--- src/timer_one_consts.svh ---
// How it works
// - Sixteen-bit count: timer, sync or async counter.
// - Interrupt on period match or gate fall.
// - Bit 15 starts and stops the timer.
// - Bit 13 halts the timer during idle.
// - Bits 9-8 pick the extended clock source.
// - Gate enable honoured only with internal clock.
// - Bits 5-4 divide by 1, 8, 64, 256.
// - Bit 2 synchronizes extended clock when selected.
// - Bit 1 selects extended clock, else internal.
// - Unimplemented control bits always read zero.
// - Control write while running clears prescaler.
// - Control register resets to all zeros.
`ifndef TIMER_ONE_CONSTS_SVH
`define TIMER_ONE_CONSTS_SVH

// Register word offsets; the byte address is four times this.
`define OFS_CONTROL      4'h0
`define OFS_COUNT        4'h1
`define OFS_PERIOD       4'h2
`define OFS_STATUS       4'h3
`define OFS_MASK         4'h4

// Control register field positions.
`define BIT_RUN          15
`define BIT_IDLE_STOP    13
`define BIT_EXT_HI       9
`define BIT_EXT_LO       8
`define BIT_GATE_EN      6
`define BIT_PRE_HI       5
`define BIT_PRE_LO       4
`define BIT_SYNC         2
`define BIT_CLK_SEL      1

// Writable bits of the control register.
`define CONTROL_MASK     16'ha376
`define CONTROL_RESET    16'h0000
`define PERIOD_RESET     16'hffff

// Status bit positions.
`define EV_MATCH         0
`define EV_GATE_FALL     1
`define EV_BITS          2

// Prescale terminal counts.
`define DIV_8_LAST       8'h07
`define DIV_64_LAST      8'h3f
`define DIV_256_LAST     8'hff

`endif

--- src/timer_one_pkg.sv ---
package timer_one_pkg;

  // Extended clock source codes.
  typedef enum logic [1:0] {
    SRC_SECONDARY = 2'b00,
    SRC_PIN       = 2'b01,
    SRC_LOW_POWER = 2'b10,
    SRC_NONE      = 2'b11
  } ext_src_t;

  // Prescale ratio codes.
  typedef enum logic [1:0] {
    DIV_1   = 2'b00,
    DIV_8   = 2'b01,
    DIV_64  = 2'b10,
    DIV_256 = 2'b11
  } prescale_t;

endpackage

--- src/prescale_if.sv ---
`timescale 1ns/10ps
`default_nettype none

// Carries the raw count edge in and the prescaled tick out.
interface prescale_if;
  import timer_one_pkg::*;
  logic      src_edge;  // One raw count edge.
  logic      clear;     // Restart the divider.
  prescale_t ratio;     // Selected division ratio.
  logic      tick;      // One prescaled count pulse.

  // The timer side drives edges and controls.
  modport ctrl (output src_edge, output clear, output ratio, input tick);
  // The divider side answers with ticks.
  modport div (input src_edge, input clear, input ratio, output tick);
endinterface

`default_nettype wire

--- src/timer_prescaler.sv ---
`timescale 1ns/10ps
`default_nettype none
`include "timer_one_consts.svh"

// Divides raw count edges by the selected ratio.
module timer_prescaler (
  // Clock and reset.
  input  wire logic clk_i,
  input  wire logic rst_i,
  // Edge and tick exchange.
  prescale_if.div   pre
);
  import timer_one_pkg::*;

  logic [7:0] cnt_q;  // Edges seen since the last tick.
  logic [7:0] last;   // Terminal count of the ratio.

  // Picks the terminal count for the ratio.
  always_comb begin
    case (pre.ratio)
      DIV_8:   last = `DIV_8_LAST;
      DIV_64:  last = `DIV_64_LAST;
      DIV_256: last = `DIV_256_LAST;
      default: last = 8'h00;
    endcase
  end

  // Counts edges and wraps at the terminal count.
  always_ff @(posedge clk_i) begin
    if (rst_i || pre.clear) begin
      cnt_q <= 8'h00;
    end else if (pre.src_edge) begin
      cnt_q <= (cnt_q >= last) ? 8'h00 : cnt_q + 8'h01;
    end
  end

  // Tick fires on the edge that finds the count at the terminal count.
  assign pre.tick = pre.src_edge && (cnt_q >= last);

endmodule

`default_nettype wire

--- src/timer_one.sv ---
// Decided for this implementation: the address map and register access over Wishbone.
`timescale 1ns/10ps
`default_nettype none
`include "timer_one_consts.svh"

// Sixteen-bit timer with period match and gate-fall interrupts.
module timer_one (
  // Clock and reset.
  input  wire logic        clk_i,
  input  wire logic        rst_i,
  // Wishbone slave.
  input  wire logic        wb_cyc_i,
  input  wire logic        wb_stb_i,
  input  wire logic        wb_we_i,
  input  wire logic [4:0]  wb_adr_i,
  input  wire logic [3:0]  wb_sel_i,
  input  wire logic [31:0] wb_dat_i,
  output logic      [31:0] wb_dat_o,
  output logic             wb_ack_o,
  // Clock sources and gate from outside.
  input  wire logic        secondary_oscillator_i,
  input  wire logic        external_count_pin_i,
  input  wire logic        low_power_rc_oscillator_i,
  input  wire logic        gate_i,
  // Device idle state from the same clock domain.
  input  wire logic        idle_i,
  // Interrupt request.
  output logic             irq_o
);
  import timer_one_pkg::*;

  // Four outside inputs share one synchronizer array: the three
  // count sources and the gate.
  localparam int NPIN = 4;  // Number of outside inputs.

  logic [15:0]         control_q;   // Control register.
  logic [15:0]         count_q;     // Running count.
  logic [15:0]         period_q;    // Period register.
  logic [`EV_BITS-1:0] status_q;    // Sticky event flags.
  logic [`EV_BITS-1:0] mask_q;      // Interrupt enables.
  logic [NPIN-1:0]     pin_raw;     // Outside inputs gathered.
  logic [NPIN-1:0]     pin_s1_q;    // First sync stage.
  logic [NPIN-1:0]     pin_s2_q;    // Second sync stage.
  logic [NPIN-1:0]     pin_s3_q;    // Third sync stage.
  logic [NPIN-1:0]     pin_q;       // Accepted pin levels.
  logic [NPIN-1:0]     pin_prev_q;  // Accepted levels one cycle back.
  logic                bus_req;     // Bus access in this cycle.
  logic                wr_count;    // Write to the count register.
  logic                wr_period;   // Write to the period register.
  logic                wr_status;   // Write-one-to-clear of status.
  logic                wr_mask;     // Write to the mask register.
  logic                sync_edge;   // Edge from the accepted level.
  logic                raw_edge;    // Edge taken straight off stages.
  logic                wr_ctrl;     // Write to control register.
  logic                run;         // Timer is advancing.
  logic                ext_sel;     // Extended clock chosen.
  logic                gated;       // Gated accumulation active.
  logic                ext_edge;    // Rising edge of chosen source.
  logic                gate_fall;   // Falling edge of the gate.
  logic                match;       // Tick at the period value.
  logic [`EV_BITS-1:0] ev_set;      // Events this cycle.
  logic [`EV_BITS-1:0] ev_clr;      // Software clears this cycle.
  logic [31:0]         rd_data;     // Read mux result.

  // Edge and tick exchange with the prescaler.
  prescale_if pre ();

  // Checks a byte address against a register word offset.
  function automatic logic hit(input logic [4:0] adr,
                               input logic [3:0] ofs);
    hit = (adr[4:2] == ofs[2:0]) && (adr[1:0] == 2'b00);
  endfunction

  // Rising edge of a level against its value one step older.
  function automatic logic rise(input logic now_v,
                                input logic old_v);
    rise = now_v && !old_v;
  endfunction

  // Orders the outside inputs for the synchronizer array.
  assign pin_raw = {gate_i, low_power_rc_oscillator_i,
                    external_count_pin_i, secondary_oscillator_i};

  // Three-stage synchronizer per input; a level is accepted
  // once the second and third stages agree.  The first stage may
  // go metastable, so nothing but the second stage ever reads it,
  // and the agree test keeps a single-cycle glitch from counting.
  genvar g;
  generate
    for (g = 0; g < NPIN; g++) begin : g_sync
      always_ff @(posedge clk_i) begin
        if (rst_i) begin
          pin_s1_q[g]   <= 1'b0;
          pin_s2_q[g]   <= 1'b0;
          pin_s3_q[g]   <= 1'b0;
          pin_q[g]      <= 1'b0;
          pin_prev_q[g] <= 1'b0;
        end else begin
          pin_s1_q[g]   <= pin_raw[g];
          pin_s2_q[g]   <= pin_s1_q[g];
          pin_s3_q[g]   <= pin_s2_q[g];
          pin_prev_q[g] <= pin_q[g];
          if (pin_s2_q[g] == pin_s3_q[g]) begin
            pin_q[g] <= pin_s3_q[g];
          end
        end
      end
    end
  endgenerate

  // A new request is one not yet answered.  The master keeps cyc
  // and stb up through the acknowledge edge, so without the ack
  // term one request would be taken twice.
  assign bus_req = wb_cyc_i && wb_stb_i && !wb_ack_o;

  // Per-register write strobes.  A write lands at the edge that
  // takes the request; the acknowledge follows one cycle later.
  assign wr_ctrl   = bus_req && wb_we_i && hit(wb_adr_i, `OFS_CONTROL);
  assign wr_count  = bus_req && wb_we_i && hit(wb_adr_i, `OFS_COUNT);
  assign wr_period = bus_req && wb_we_i && hit(wb_adr_i, `OFS_PERIOD);
  assign wr_status = bus_req && wb_we_i && hit(wb_adr_i, `OFS_STATUS);
  assign wr_mask   = bus_req && wb_we_i && hit(wb_adr_i, `OFS_MASK);

  // Run only when switched on and not parked by idle.  While the
  // timer stands still the prescaler is held clear, so a restart
  // always begins a fresh division.
  assign run = control_q[`BIT_RUN] &&
               !(control_q[`BIT_IDLE_STOP] && idle_i);
  // Clock source select: a set bit picks the extended sources.
  assign ext_sel = control_q[`BIT_CLK_SEL];
  // Gating applies only to the internal clock.
  assign gated = control_q[`BIT_GATE_EN] && !ext_sel;

  // Selects the rising edge of the chosen extended source, in two
  // forms.  The synchronized edge comes from the accepted level.
  // The unsynchronized edge is taken the moment the second and
  // third stages agree on high, before the accepted level follows:
  // one cycle sooner, with the same single count per rise.  The
  // block has one clock, so every source still passes the stages.
  always_comb begin
    sync_edge = 1'b0;
    raw_edge  = 1'b0;
    case (ext_src_t'(control_q[`BIT_EXT_HI:`BIT_EXT_LO]))
      SRC_SECONDARY: begin
        sync_edge = rise(pin_q[0], pin_prev_q[0]);
        raw_edge  = rise(pin_s2_q[0] && pin_s3_q[0], pin_q[0]);
      end
      SRC_PIN: begin
        sync_edge = rise(pin_q[1], pin_prev_q[1]);
        raw_edge  = rise(pin_s2_q[1] && pin_s3_q[1], pin_q[1]);
      end
      SRC_LOW_POWER: begin
        sync_edge = rise(pin_q[2], pin_prev_q[2]);
        raw_edge  = rise(pin_s2_q[2] && pin_s3_q[2], pin_q[2]);
      end
      default: begin
        // The unused code never counts.
        sync_edge = 1'b0;
        raw_edge  = 1'b0;
      end
    endcase
  end

  // The synchronize bit chooses which form of the edge counts.
  assign ext_edge = control_q[`BIT_SYNC] ? sync_edge : raw_edge;

  // Feeds the prescaler with the raw count edge.  A control write
  // while the run bit is set restarts the division, as does any
  // spell in which the timer is halted.
  always_comb begin
    pre.ratio = prescale_t'(control_q[`BIT_PRE_HI:`BIT_PRE_LO]);
    pre.clear = !run || (wr_ctrl && control_q[`BIT_RUN]);
    if (!run) begin
      pre.src_edge = 1'b0;
    end else if (ext_sel) begin
      pre.src_edge = ext_edge;
    end else if (gated) begin
      pre.src_edge = pin_q[3];
    end else begin
      pre.src_edge = 1'b1;
    end
  end

  // Divides the raw count edges down to count ticks.
  timer_prescaler u_pre (
    .clk_i (clk_i),
    .rst_i (rst_i),
    .pre   (pre)
  );

  // Gate fall counts only while gated accumulation runs.
  // An idle halt does not mask it, so a fall during idle is kept.
  assign gate_fall = gated && control_q[`BIT_RUN] &&
                     pin_prev_q[3] && !pin_q[3];
  // A tick that finds the count at the period value wraps it.
  assign match = pre.tick && (count_q == period_q);

  // Control register, writable bits only.  Unimplemented bits are
  // masked off on the way in, so they always read back as zero;
  // reset leaves the timer off, on the internal clock, at 1:1.
  always_ff @(posedge clk_i) begin
    if (rst_i) begin
      control_q <= `CONTROL_RESET;
    end else if (wr_ctrl) begin
      control_q <= wb_dat_i[15:0] & `CONTROL_MASK;
    end
  end

  // Period register.  It resets to all ones so that a timer started
  // before software loads a period still runs the full range.
  always_ff @(posedge clk_i) begin
    if (rst_i) begin
      period_q <= `PERIOD_RESET;
    end else if (wr_period) begin
      period_q <= wb_dat_i[15:0];
    end
  end

  // Count: software write, wrap on match, else advance per tick.
  // A software write wins over a tick that lands in the same cycle,
  // so software can preset the phase of the next period.
  always_ff @(posedge clk_i) begin
    if (rst_i) begin
      count_q <= 16'h0000;
    end else if (wr_count) begin
      count_q <= wb_dat_i[15:0];
    end else if (match) begin
      count_q <= 16'h0000;
    end else if (pre.tick) begin
      count_q <= count_q + 16'h0001;
    end
  end

  // Events raised this cycle and clears from software.  Writing a
  // one clears a flag; a zero leaves it alone.
  assign ev_set = {gate_fall, match};
  assign ev_clr = wr_status ? wb_dat_i[`EV_BITS-1:0] : '0;

  // Sticky status; a new event wins over a clear in the same cycle,
  // so an event can never slip past software unseen.
  always_ff @(posedge clk_i) begin
    if (rst_i) begin
      status_q <= '0;
    end else begin
      status_q <= (status_q & ~ev_clr) | ev_set;
    end
  end

  // Interrupt mask register.
  // A set bit lets the matching status flag reach the pin.
  always_ff @(posedge clk_i) begin
    if (rst_i) begin
      mask_q <= '0;
    end else if (wr_mask) begin
      mask_q <= wb_dat_i[`EV_BITS-1:0];
    end
  end

  // Level interrupt while any unmasked flag is set.  It is taken
  // from a flop so the pin never glitches while flags change, at
  // the cost of one cycle of delay.
  always_ff @(posedge clk_i) begin
    if (rst_i) begin
      irq_o <= 1'b0;
    end else begin
      irq_o <= |(status_q & mask_q);
    end
  end

  // Read mux; unmapped addresses read zero.  Status and mask use
  // only their low bits and the control register its implemented
  // ones, so every unused bit reads zero.
  always_comb begin
    rd_data = 32'h0000_0000;
    if (hit(wb_adr_i, `OFS_CONTROL)) begin
      rd_data[15:0] = control_q;
    end else if (hit(wb_adr_i, `OFS_COUNT)) begin
      rd_data[15:0] = count_q;
    end else if (hit(wb_adr_i, `OFS_PERIOD)) begin
      rd_data[15:0] = period_q;
    end else if (hit(wb_adr_i, `OFS_STATUS)) begin
      rd_data[`EV_BITS-1:0] = status_q;
    end else if (hit(wb_adr_i, `OFS_MASK)) begin
      rd_data[`EV_BITS-1:0] = mask_q;
    end
  end

  // Acknowledge one cycle after a request, for one cycle.  A master
  // that keeps its request up through the acknowledge is not taken
  // a second time, because the request term is gated by the ack.
  always_ff @(posedge clk_i) begin
    if (rst_i) begin
      wb_ack_o <= 1'b0;
    end else begin
      wb_ack_o <= bus_req;
    end
  end

  // Read data is registered with the acknowledge.  It then holds
  // until the next request is taken, so a master may sample it at
  // the acknowledge edge or later.
  always_ff @(posedge clk_i) begin
    if (rst_i) begin
      wb_dat_o <= 32'h0000_0000;
    end else if (bus_req) begin
      wb_dat_o <= rd_data;
    end
  end

endmodule

`default_nettype wire

--- config.mk ---
export PLATFORM = sky130hd
export DESIGN_NAME = timer_one
export DESIGN_NICKNAME = d
export VERILOG_FILES = /design/src/timer_one_pkg.sv /design/src/prescale_if.sv /design/src/timer_prescaler.sv /design/src/timer_one.sv
export VERILOG_INCLUDE_DIRS = /design/src
export SDC_FILE = /design/constraint.sdc
export NUM_CORES = 1
export LEC_CHECK = 0
export ABC_CLOCK_PERIOD_IN_PS = 2890
export BUFFER_PORTS_ARGS = -buffer_cell sky130_fd_sc_hd__buf_2
export CORE_UTILIZATION = 56
export DETAILED_ROUTE_END_ITERATION = 10
export HOLD_SLACK_MARGIN = 0.15
export PLACE_DENSITY = 0.8
export SYNTH_ARGS = -nofsm -noshare
export SYNTH_HDL_FRONTEND = slang
export SYNTH_SLANG_ARGS = --single-unit
--- constraint.sdc ---
create_clock -name clk_i -period 2.89 [get_ports clk_i]
set_input_delay 0.289 -clock clk_i [delete_from_list [all_inputs] [get_ports clk_i]]
set_output_delay 0.289 -clock clk_i [all_outputs]
set_load 0.05 [all_outputs]
# Word level (Yosys, flattened, before mapping)

Index checks and enable logic that the tools add are counted.
Widths: inputs -> output; s select.

Add/sub/neg operators: 2
Multiply operators: 0
Div/mod/pow operators: 0
Magnitude comparators: 1
Equal/unequal tests: 14
Shift-type cells: 0
Mux-type cells: 18
Bitwise gates (word level): 4
Reduce and logical (&&, ||, !) cells: 49

Operators with widths:

| operator              | number |
|---|---|
| $mux 16               | 5 |
| $logic_and 1x1->1     | 31 |
| $pmux 8 s3            | 1 |
| $add 16x1->16 const B | 1 |
| $eq 16x16->1          | 1 |
| $mux 14               | 1 |
| $logic_not 1->1       | 11 |
| $add 8x1->8 const B   | 1 |
| $ge 8x8->1            | 1 |
| $mux 2                | 4 |
| $mux 8                | 1 |
| $eq 2x2->1 const B    | 3 |
| $eq 3x2->1 const B    | 2 |
| $pmux 1 s3            | 2 |
| $and 2x2->2           | 2 |
| $eq 1x1->1            | 4 |
| $eq 2x1->1 const B    | 2 |
| $logic_not 2->1       | 2 |
| $mux 1                | 4 |
| $eq 3x1->1 const B    | 1 |
| $eq 3x3->1 const B    | 1 |
| $logic_not 3->1       | 1 |
| $reduce_bool 3->1     | 1 |
| $logic_or 1x1->1      | 2 |
| 3 further kinds       | 3 |

Flip-flop bits (word level): 91
Latch bits: 0
Memory bits (writable): 0
ROM bits: 0
Bits of input ports: 51
Logic and storage cells: 117
Memories: 0

# Longest topological paths before layout

Gate-level depths: netlist of run 1.

Word-level depth: 10
Gate-level depth with buffers: 9
Mapped depth without buffers: 8

# Cells and area by module

A second synthesis of run 1 with hierarchy kept.

Cell total of the unflattened synthesis: 528
Area, all modules: 4679.5 um^2

Modules (own cells, without submodules):

| module          | instances | cells each | area each (um^2) | seq. area each (um^2) |
|---|---|---|---|---|
| timer_one       | 1         | 460        | 4041.4           | 1661.6 |
| timer_prescaler | 1         | 68         | 638.1            | 160.2 |

# Worst setup path before layout of run 1

Ideal clock, no wire load.

Path type: register to register
Start point: reg wb_ack_o
End point: reg count_q[13]
Arrival time: 2.027 ns
Path slack: 0.800 ns
Cell stages (with the launch flop): 8
Buffers on the path: 1
Clock period less this slack: 2.090 ns
Cell sequence: dfxtp_1 -> and4b_1 -> buf_6 -> nand3_4 -> nand2_4 -> or3_1 -> or4_1 -> nand3_1

Longest elaborated chain between the ends: 5
Elaborated cells on any way between the ends: 6

RTL lines:

| what                                                                 | RTL line         | source |
|---|---|---|
| from (decl)                                                          | timer_one.sv:19  | `output logic wb_ack_o,` |
| from (signal assigned)                                               | timer_one.sv:295 | `wb_ack_o <= bus_req;` |
| $logic_not 1->1 (*)                                                  | timer_one.sv:114 | `assign bus_req = wb_cyc_i && wb_stb_i && !wb_ack_o;` |
| $logic_and 1x1->1 (*)                                                | timer_one.sv:114 |  |
| $logic_and 1x1->1 (*) (2 in series)                                  | timer_one.sv:119 | `` assign wr_count = bus_req && wb_we_i && hit(wb_adr_i, `OFS_COUNT); `` |
| $reduce_bool 3->1 (no source line) / $mux 16 (equally long branches) | --               |  |
| to (signal assigned)                                                 | timer_one.sv:226 | `count_q <= wb_dat_i[15:0];` |
| to (signal assigned)                                                 | timer_one.sv:230 | `count_q <= count_q + 16'h0001;` |
| to (decl)                                                            | timer_one.sv:37  | `logic [15:0] count_q;` |

Mark *: on every way between the ends. The rest lies on a longest branch, timed or not.
A chain may end at the register's enable or synchronous reset.

# Final worst setup path of run 1

Start point: reg control_q[5]
End point: reg count_q[0]

Longest elaborated chain between the ends: 7
Elaborated cells on any way between the ends: 10

RTL lines:

| what                                            | RTL line              | source |
|---|---|---|
| from (decl)                                     | timer_one.sv:36       | `logic [15:0] control_q;` |
| from (signal assigned)                          | timer_one.sv:203      | `` control_q <= `CONTROL_RESET; `` |
| from (signal assigned)                          | timer_one.sv:205      | `` control_q <= wb_dat_i[15:0] & `CONTROL_MASK; `` |
| $eq 2x2->1 / $eq 2x1->1 (equally long branches) | timer_prescaler.sv:20 | `case (pre.ratio)` |
| $pmux 8 s3 (*)                                  | timer_prescaler.sv:20 |  |
| $ge 8x8->1 (*)                                  | timer_prescaler.sv:38 | `assign pre.tick = pre.src_edge && (cnt_q >= last);` |
| $logic_and 1x1->1 (*)                           | timer_prescaler.sv:38 |  |
| $logic_and 1x1->1                               | timer_one.sv:196      | `assign match = pre.tick && (count_q == period_q);` |
| $mux 16                                         | timer_one.sv:227      | `end else if (match) begin` |
| $mux 16                                         | timer_one.sv:225      | `end else if (wr_count) begin` |

Marks and branches as above.

==> out/metrics.csv, run 1 <==
metric;value;unit
final_common_cell;dfxtp_1;
root_buffer;clkbuf_8;
slowest_delay;470;ps
powerDensity;488;mW/mm2
synth_edf_count;0;
synth-simple-area-share;26.8;%
cp_num_buf_inv;1;
timing.final.crit_share;82.0;%
grt_pass1_wl;18800;um
drt-total-wl;11700;um
synth_area;0.00473;mm2
worstPathMaxFanout;12;
antenna_found_initial;0;
status;complete, no violations;
grt_start_max_net_pins;33;
synth-compound-area-share;14.0;%
finalSetupTns;0;ps
min_period;2370;ps
detail-route-antenna-nets;0;
n_fill_cell;691;
ios;85;
critPathLaunchType;flip-flop;
hp-class;input pin to flip-flop;
clock_path_buffers;2;
synth_seq_cells;91;
worstPathRequired;3170;ps
finalInstanceArea;0.00520;mm2
yosysWarnings;0;
clkTransAtPathRegs;90;ps
synthMuxAreaShare;4.68;%
synth_ff_type;dfxtp_1;
synth-adder-area-share;2.91;%
cts_tree;built;
leakage;2.12;nW
syn-mean-instance-area;8.86;um2
wl_per_cell;17.1;um
maxCapViolCount;0;
crit_chain;nor2_4, ha_1, or2_2, a21oi_1, o31ai_2, a31oi_1, buf_4, or3_4, a311oi_1;
detail_route.vias_per_cell;6.16;
slew-limit-headroom;53.9;%
start_util;57.9;%
irDropWorstVdd;0.000384;V
placed_cell_area;0.00492;mm2
final_cell_mix;dfxtp_1, nand2_1, nor2_1;
cp_top_family;compound AO/OA/AOI/OAI gates;
syn_inst;534;
nNetsFinal;635;
drive_above_1_share;17.3;%
synth.distinct_cells;66;
tightest_slew;686;ps
die_area;0.00882;mm2
remaining_drc_errors;0;
gp_congestion;0.891;
htreeDepth;3;
num_rows;33;
synthXorXnorAreaFrac;5.34;%
worstSetupEndpointType;flip-flop;
max_freq;422;MHz
track_usage;27.7;%
num_vias;4210;
fp.dieH;93.9;um
criticalPathCategory;flip-flop to flip-flop;
dp_hpwl;8300;um
synthArstFlopShare;0;%
grt.overflow.total;0;
die_x;93.9;um
drt_iter0_markers;503;
grt_pass1_vias;3816;
synth_top_family_by_area;simple AND/OR/NAND/NOR gates;
cpMaxStageDelayCell;dfxtp_1;
drv_slew;0;
port_buffers;48;
ys_seq_area_share;38.5;%
fin_util;63.7;%
fin_worst_skew;8.95;ps
area_delta_synth_final;10.0;%
setup_viol;0;
cts_resized;0;
first_pass_iters;6;
hold_viol;0;
grt_setup_unrepaired;no;
postCtsSetupRepairBufs;0;
cts.sinks;91;
antenna_cells;0;
core;0.00818;mm2
cts_buffers;9;
crit_arrival;2650;ps
insertion_delay;370;ps
==> registers in the layout, summed over array words and instances (netlist names) <==
register     flops
count_q         16
period_q        16
wb_dat_o        16
control_q        9
u_pre.cnt_q      8
pin_prev_q       4
pin_q            4
pin_s1_q         4
pin_s2_q         4
pin_s3_q         4
mask_q           2
status_q         2
irq_o            1
wb_ack_o         1
==> kinds of logic after synthesis <==
logic type | after synthesis
other | 1
DFF | 91
adders and majority gates | 11
and+or+nand+nor | 234
muxes | 22
buffers and inverters | 60
xor gates and xnor gates | 28
AOI/OAI and AO/OA | 87
==> per-stage QoR <==
step / setup WS (ps) / cells / hold slack (ps) / total power [mW]
2_1_floorplan: 800 / 549 / 398 / 1.53
3_3_place_gp: 602 / 661 / 416 / 1.58
3_5_place_dp: 544 / 661 / 428 / 1.58
4_1_cts: 519 / 682 / 154 / 2.55
5_1_grt: 361 / 683 / 169 / 2.61
6_report: 520 / 683 / 166 / 2.54
==> worst register-to-register path, cell delays in order (launching register included) <==
cell	delay [ps]
dfxtp_1	470
nor2_4	60
ha_1	290
or2_2	100
a21oi_1	60
o31ai_2	270
a31oi_1	120
buf_4	200
or3_4	440
a311oi_1	270
==> where the power goes <==
group | internal [mW] | leakage, nW | switching (mW)
Sequential | 1.28 | 0.739 | 0.0216
Clock | 0.516 | 0.110 | 0.466
Combinational | 0.0725 | 1.28 | 0.186
Total | 1.87 | 2.12 | 0.673
==> cell usage after synthesis, drive strengths merged (7+ instances only) <==
| cell type | n | area (um2) |
|---|---|---|
| dfxtp | 91 | 1820 |
| nor2b | 20 | 125 |
| a22oi | 7 | 52.6 |
| nand2 | 54 | 213 |
| mux2i | 21 | 210 |
| nor3b | 7 | 57.6 |
| nor2 | 54 | 215 |
| xor2 | 7 | 61.3 |
| nor3 | 12 | 82.6 |
| ha | 11 | 138 |
| nand3 | 33 | 178 |
| nand4 | 24 | 163 |
| a211oi | 16 | 120 |
| o31ai | 10 | 80.1 |
| clkbuf | 17 | 63.8 |
| buf | 37 | 277 |
| a222oi | 8 | 80.1 |
| a21oi | 12 | 60.1 |
| xnor2 | 21 | 191 |
==> path summary, 6_finish.rpt <==
check                             from                        end  slack [ps]  cells after the start
min                       wb_dat_i[12]  period_q[12]$_SDFFE_PP1P_         170                      3
min reg2reg     pin_s1_q[3]$_SDFF_PP0_     pin_s2_q[3]$_SDFF_PP0_         450                      1
max          control_q[5]$_SDFFE_PP0P_    count_q[0]$_SDFFE_PP0P_         520                      9
max reg2reg  control_q[5]$_SDFFE_PP0P_    count_q[0]$_SDFFE_PP0P_         520                      9
==> routing by layer <==
layer | GRT usage [%] | up-vias | wire (um)
met5 | 0 | - | 0
met4 | 12.1 | 0 | 388
met3 | 5.58 | 43 | 1010
met2 | 45.9 | 229 | 5400
met1 | 34.7 | 1958 | 4870
li1 | - | 1980 | -
==> cell type report <==
class | instances | area, um2 | area share (%)
multi-input combinational | 398 | 2610 | 50.0
tap | 105 | 131 | 2.52
timing repair buffer | 67 | 398 | 7.64
inverter | 6 | 22.5 | 0.433
clock inverter | 5 | 85.1 | 1.63
clock buffer | 11 | 141 | 2.72
sequential | 91 | 1820 | 35.0
==> what timing repair did <==
item                                   4_1_cts  5_1_grt
hold buffers                                 5        1
setup endpoints to repair                    0        0
endpoints found under the hold margin        7        1
Power figures use the tool's default switching activity.
==> inputs of run 2 (changes only) <==
--- a/config.mk
+++ b/config.mk
@@ -6,12 +6,12 @@
 export SDC_FILE = /design/constraint.sdc
 export NUM_CORES = 1
 export LEC_CHECK = 0
-export ABC_CLOCK_PERIOD_IN_PS = 2890
+export ABC_CLOCK_PERIOD_IN_PS = 2000
 export BUFFER_PORTS_ARGS = -buffer_cell sky130_fd_sc_hd__buf_2
-export CORE_UTILIZATION = 56
+export CORE_UTILIZATION = 51
 export DETAILED_ROUTE_END_ITERATION = 10
 export HOLD_SLACK_MARGIN = 0.15
-export PLACE_DENSITY = 0.8
+export PLACE_DENSITY = 0.77
 export SYNTH_ARGS = -nofsm -noshare
 export SYNTH_HDL_FRONTEND = slang
 export SYNTH_SLANG_ARGS = --single-unit
==> constraint.sdc (replaced) <==
create_clock -name clk_i -period 2 [get_ports clk_i]
set_input_delay 0.2 -clock clk_i [delete_from_list [all_inputs] [get_ports clk_i]]
set_output_delay 0.2 -clock clk_i [all_outputs]
set_load 0.05 [all_outputs]
==> out/metrics.csv, run 2 (synthesis gave the netlist of run 1 again) <==
metric;value;unit;change
drive_above_1_share;27.3;%;was 17.3%
area_delta_synth_final;25.8;%;was 10.0%
min_period;2180;ps;was 2370 ps
finalInstanceArea;0.00595;mm2;was 0.00520 mm2
grt_pass1_vias;4365;;was 3,816
wl_per_cell;17.6;um;was 17.1 um
final_common_cell;dfxtp_1;;unchanged
slowest_delay;390;ps;was 470 ps
largestRegisters;count_q: 16 flops, period_q: 16 flops, wb_dat_o: 16 flops;;unchanged
critPathLaunchType;flip-flop;;unchanged
crit_chain;nor2_4, ha_4, or2_4, a21oi_2, o31ai_2, a31oi_2, buf_4, or3_4, a311oi_2;;was nor2_4, ha_1, or2_2, a21oi_1, o31ai_2, a31oi_1, buf_4, or3_4, a311oi_1
finalSetupTns;-1660;ps;was 0 ps
gp_congestion;0.959;;was 0.891
violations;DRC, setup timing;;
holdWs;253;ps;was 166 ps
fin_worst_skew;12.6;ps;was 8.95 ps
num_rows;34;;was 33
ios;85;;unchanged
htreeDepth;3;;unchanged
maxCapViolCount;0;;unchanged
grt_setup_unrepaired;yes;;was no
antenna_found_initial;0;;unchanged
die_x;98.3;um;was 93.9 um
fp.dieH;98.3;um;was 93.9 um
setup_viol;17;;was 0
drt_iter0_markers;401;;was 503
insertion_delay;360;ps;was 370 ps
worstPathRequired;2280;ps;was 3170 ps
grt.overflow.total;0;;unchanged
remaining_drc_errors;4;;was 0
worstPathMaxFanout;5;;was 12
powerDensity;593;mW/mm2;was 488 mW/mm2
total_power;3.53;mW;was 2.54 mW
core;0.00885;mm2;was 0.00818 mm2
timing.final.crit_share;109;%;was 82.0%
root_buffer;clkbuf_8;;unchanged
place_ws;-229;ps;was 544 ps
layout_setup_ws;-175;ps;was 520 ps
clock_path_buffers;2;;unchanged
drt-total-wl;13100;um;was 11,700 um
cpMaxStageDelayCell;dfxtp_4;;was dfxtp_1
criticalPathCategory;flip-flop to flip-flop;;unchanged
status;finished, violations left;;was complete, no violations
irDropWorstVdd;0.000387;V;was 0.000384 V
max_freq;460;MHz;was 422 MHz
cp_top_family;compound AO/OA/AOI/OAI gates;;unchanged
num_vias;4480;;was 4,210
first_pass_iters;10;;was 6
slew-limit-headroom;62.6;%;was 53.9%
antenna_cells;0;;unchanged
cts_buffers;9;;unchanged
worstSetupEndpointType;flip-flop;;unchanged
crit_arrival;2460;ps;was 2650 ps
dp_hpwl;9120;um;was 8300 um
track_usage;27.8;%;was 27.7%
detail_route.vias_per_cell;6.01;;was 6.16
start_util;53.5;%;was 57.9%
grt_pass1_wl;21300;um;was 18,800 um
die_area;0.00966;mm2;was 0.00882 mm2
nNetsFinal;694;;was 635
leakage;2.46;nW;was 2.12 nW
detail-route-antenna-nets;0;;unchanged
clkTransAtPathRegs;90;ps;about the same
final_cell_mix;dfxtp_1, nand2_1, buf_4;;was dfxtp_1, nand2_1, nor2_1
cp_num_buf_inv;1;;unchanged
port_buffers;48;;unchanged
cts_tree;built;;unchanged
placed_cell_area;0.00524;mm2;was 0.00492 mm2
hold_viol;0;;unchanged
drv_slew;0;;unchanged
grt_start_max_net_pins;45;;was 33
tightest_slew;559;ps;was 686 ps
cts.sinks;91;;unchanged
hp-class;input pin to flip-flop;;unchanged
run 2: cell count changes in the layout (fill, tap and decap cells not counted), sizes merged:
cell and change:
buf +44, dlygate4sd3 +15, bufinv -2, inv +2
run 2: cell type report:
class | instances | area (um2)
Clock inverter | 5 | 42.5
Clock buffer | 11 | 151
Inverter | 6 | 25.0
Fill cell | 694 | 2900
Multi-Input combinational cell | 398 | 2850
Timing Repair Buffer | 126 | 918
Sequential cell | 91 | 1830
Tap cell | 108 | 135
run 2: worst reg2reg max path: stages (launching register included):
cell and delay, ps:
dfxtp_4 390, nor2_4 50, ha_4 260, or2_4 100
a21oi_2 40, o31ai_2 310, a31oi_2 170, buf_4 190
or3_4 370, a311oi_2 210
run 2: report_power, final:
group,switching (mW),internal (mW)
combinational,0.300,0.143
clock,0.680,0.536
sequential,0.0229,1.85
total,1.00,2.53
run 2: layer usage:
| metal | share of wire, % | vias up | global-route usage [%] |
|---|---|---|---|
| li1 | - | 2106 | - |
| met1 | 40 | 2097 | 34.0 |
| met2 | 48 | 231 | 45.8 |
| met3 | 8.1 | 46 | 5.58 |
| met4 | 3.8 | 0 | 15.3 |
| met5 | 0 | - | 0 |
run 2: path summary, 6_finish.rpt:
kind / startpoint / end / slack (ps) / depth (start not counted)
max: control_q[5]$_SDFFE_PP0P_ / count_q[0]$_SDFFE_PP0P_ / -180 / 9
min: wb_adr_i[2] / status_q[1]$_SDFF_PP0_ / 250 / 4
max reg2reg: control_q[5]$_SDFFE_PP0P_ / count_q[0]$_SDFFE_PP0P_ / -180 / 9
min reg2reg: wb_ack_o$_SDFF_PP0_ / wb_ack_o$_SDFF_PP0_ / 440 / 1
run 2: repair_timing:
| item | CTS | global route |
|---|---|---|
| gates cloned | 1 | 0 |
| setup buffers | 4 | 1 |
| resized for setup | 26 | 26 |
| pin swaps | 18 | 15 |
| setup endpoints to repair | 24 | 24 |
| hold endpoints to repair | 31 | 0 |
| hold buffers | 21 | 0 |
run 2: stage by stage:
step / utilization [%] / cells
2_1_floorplan: - / 549
3_3_place_gp: 59.2 / 702
3_5_place_dp: 59.2 / 702
4_1_cts: 65.3 / 744
5_1_grt: 67.3 / 745
6_report: 67.3 / 745
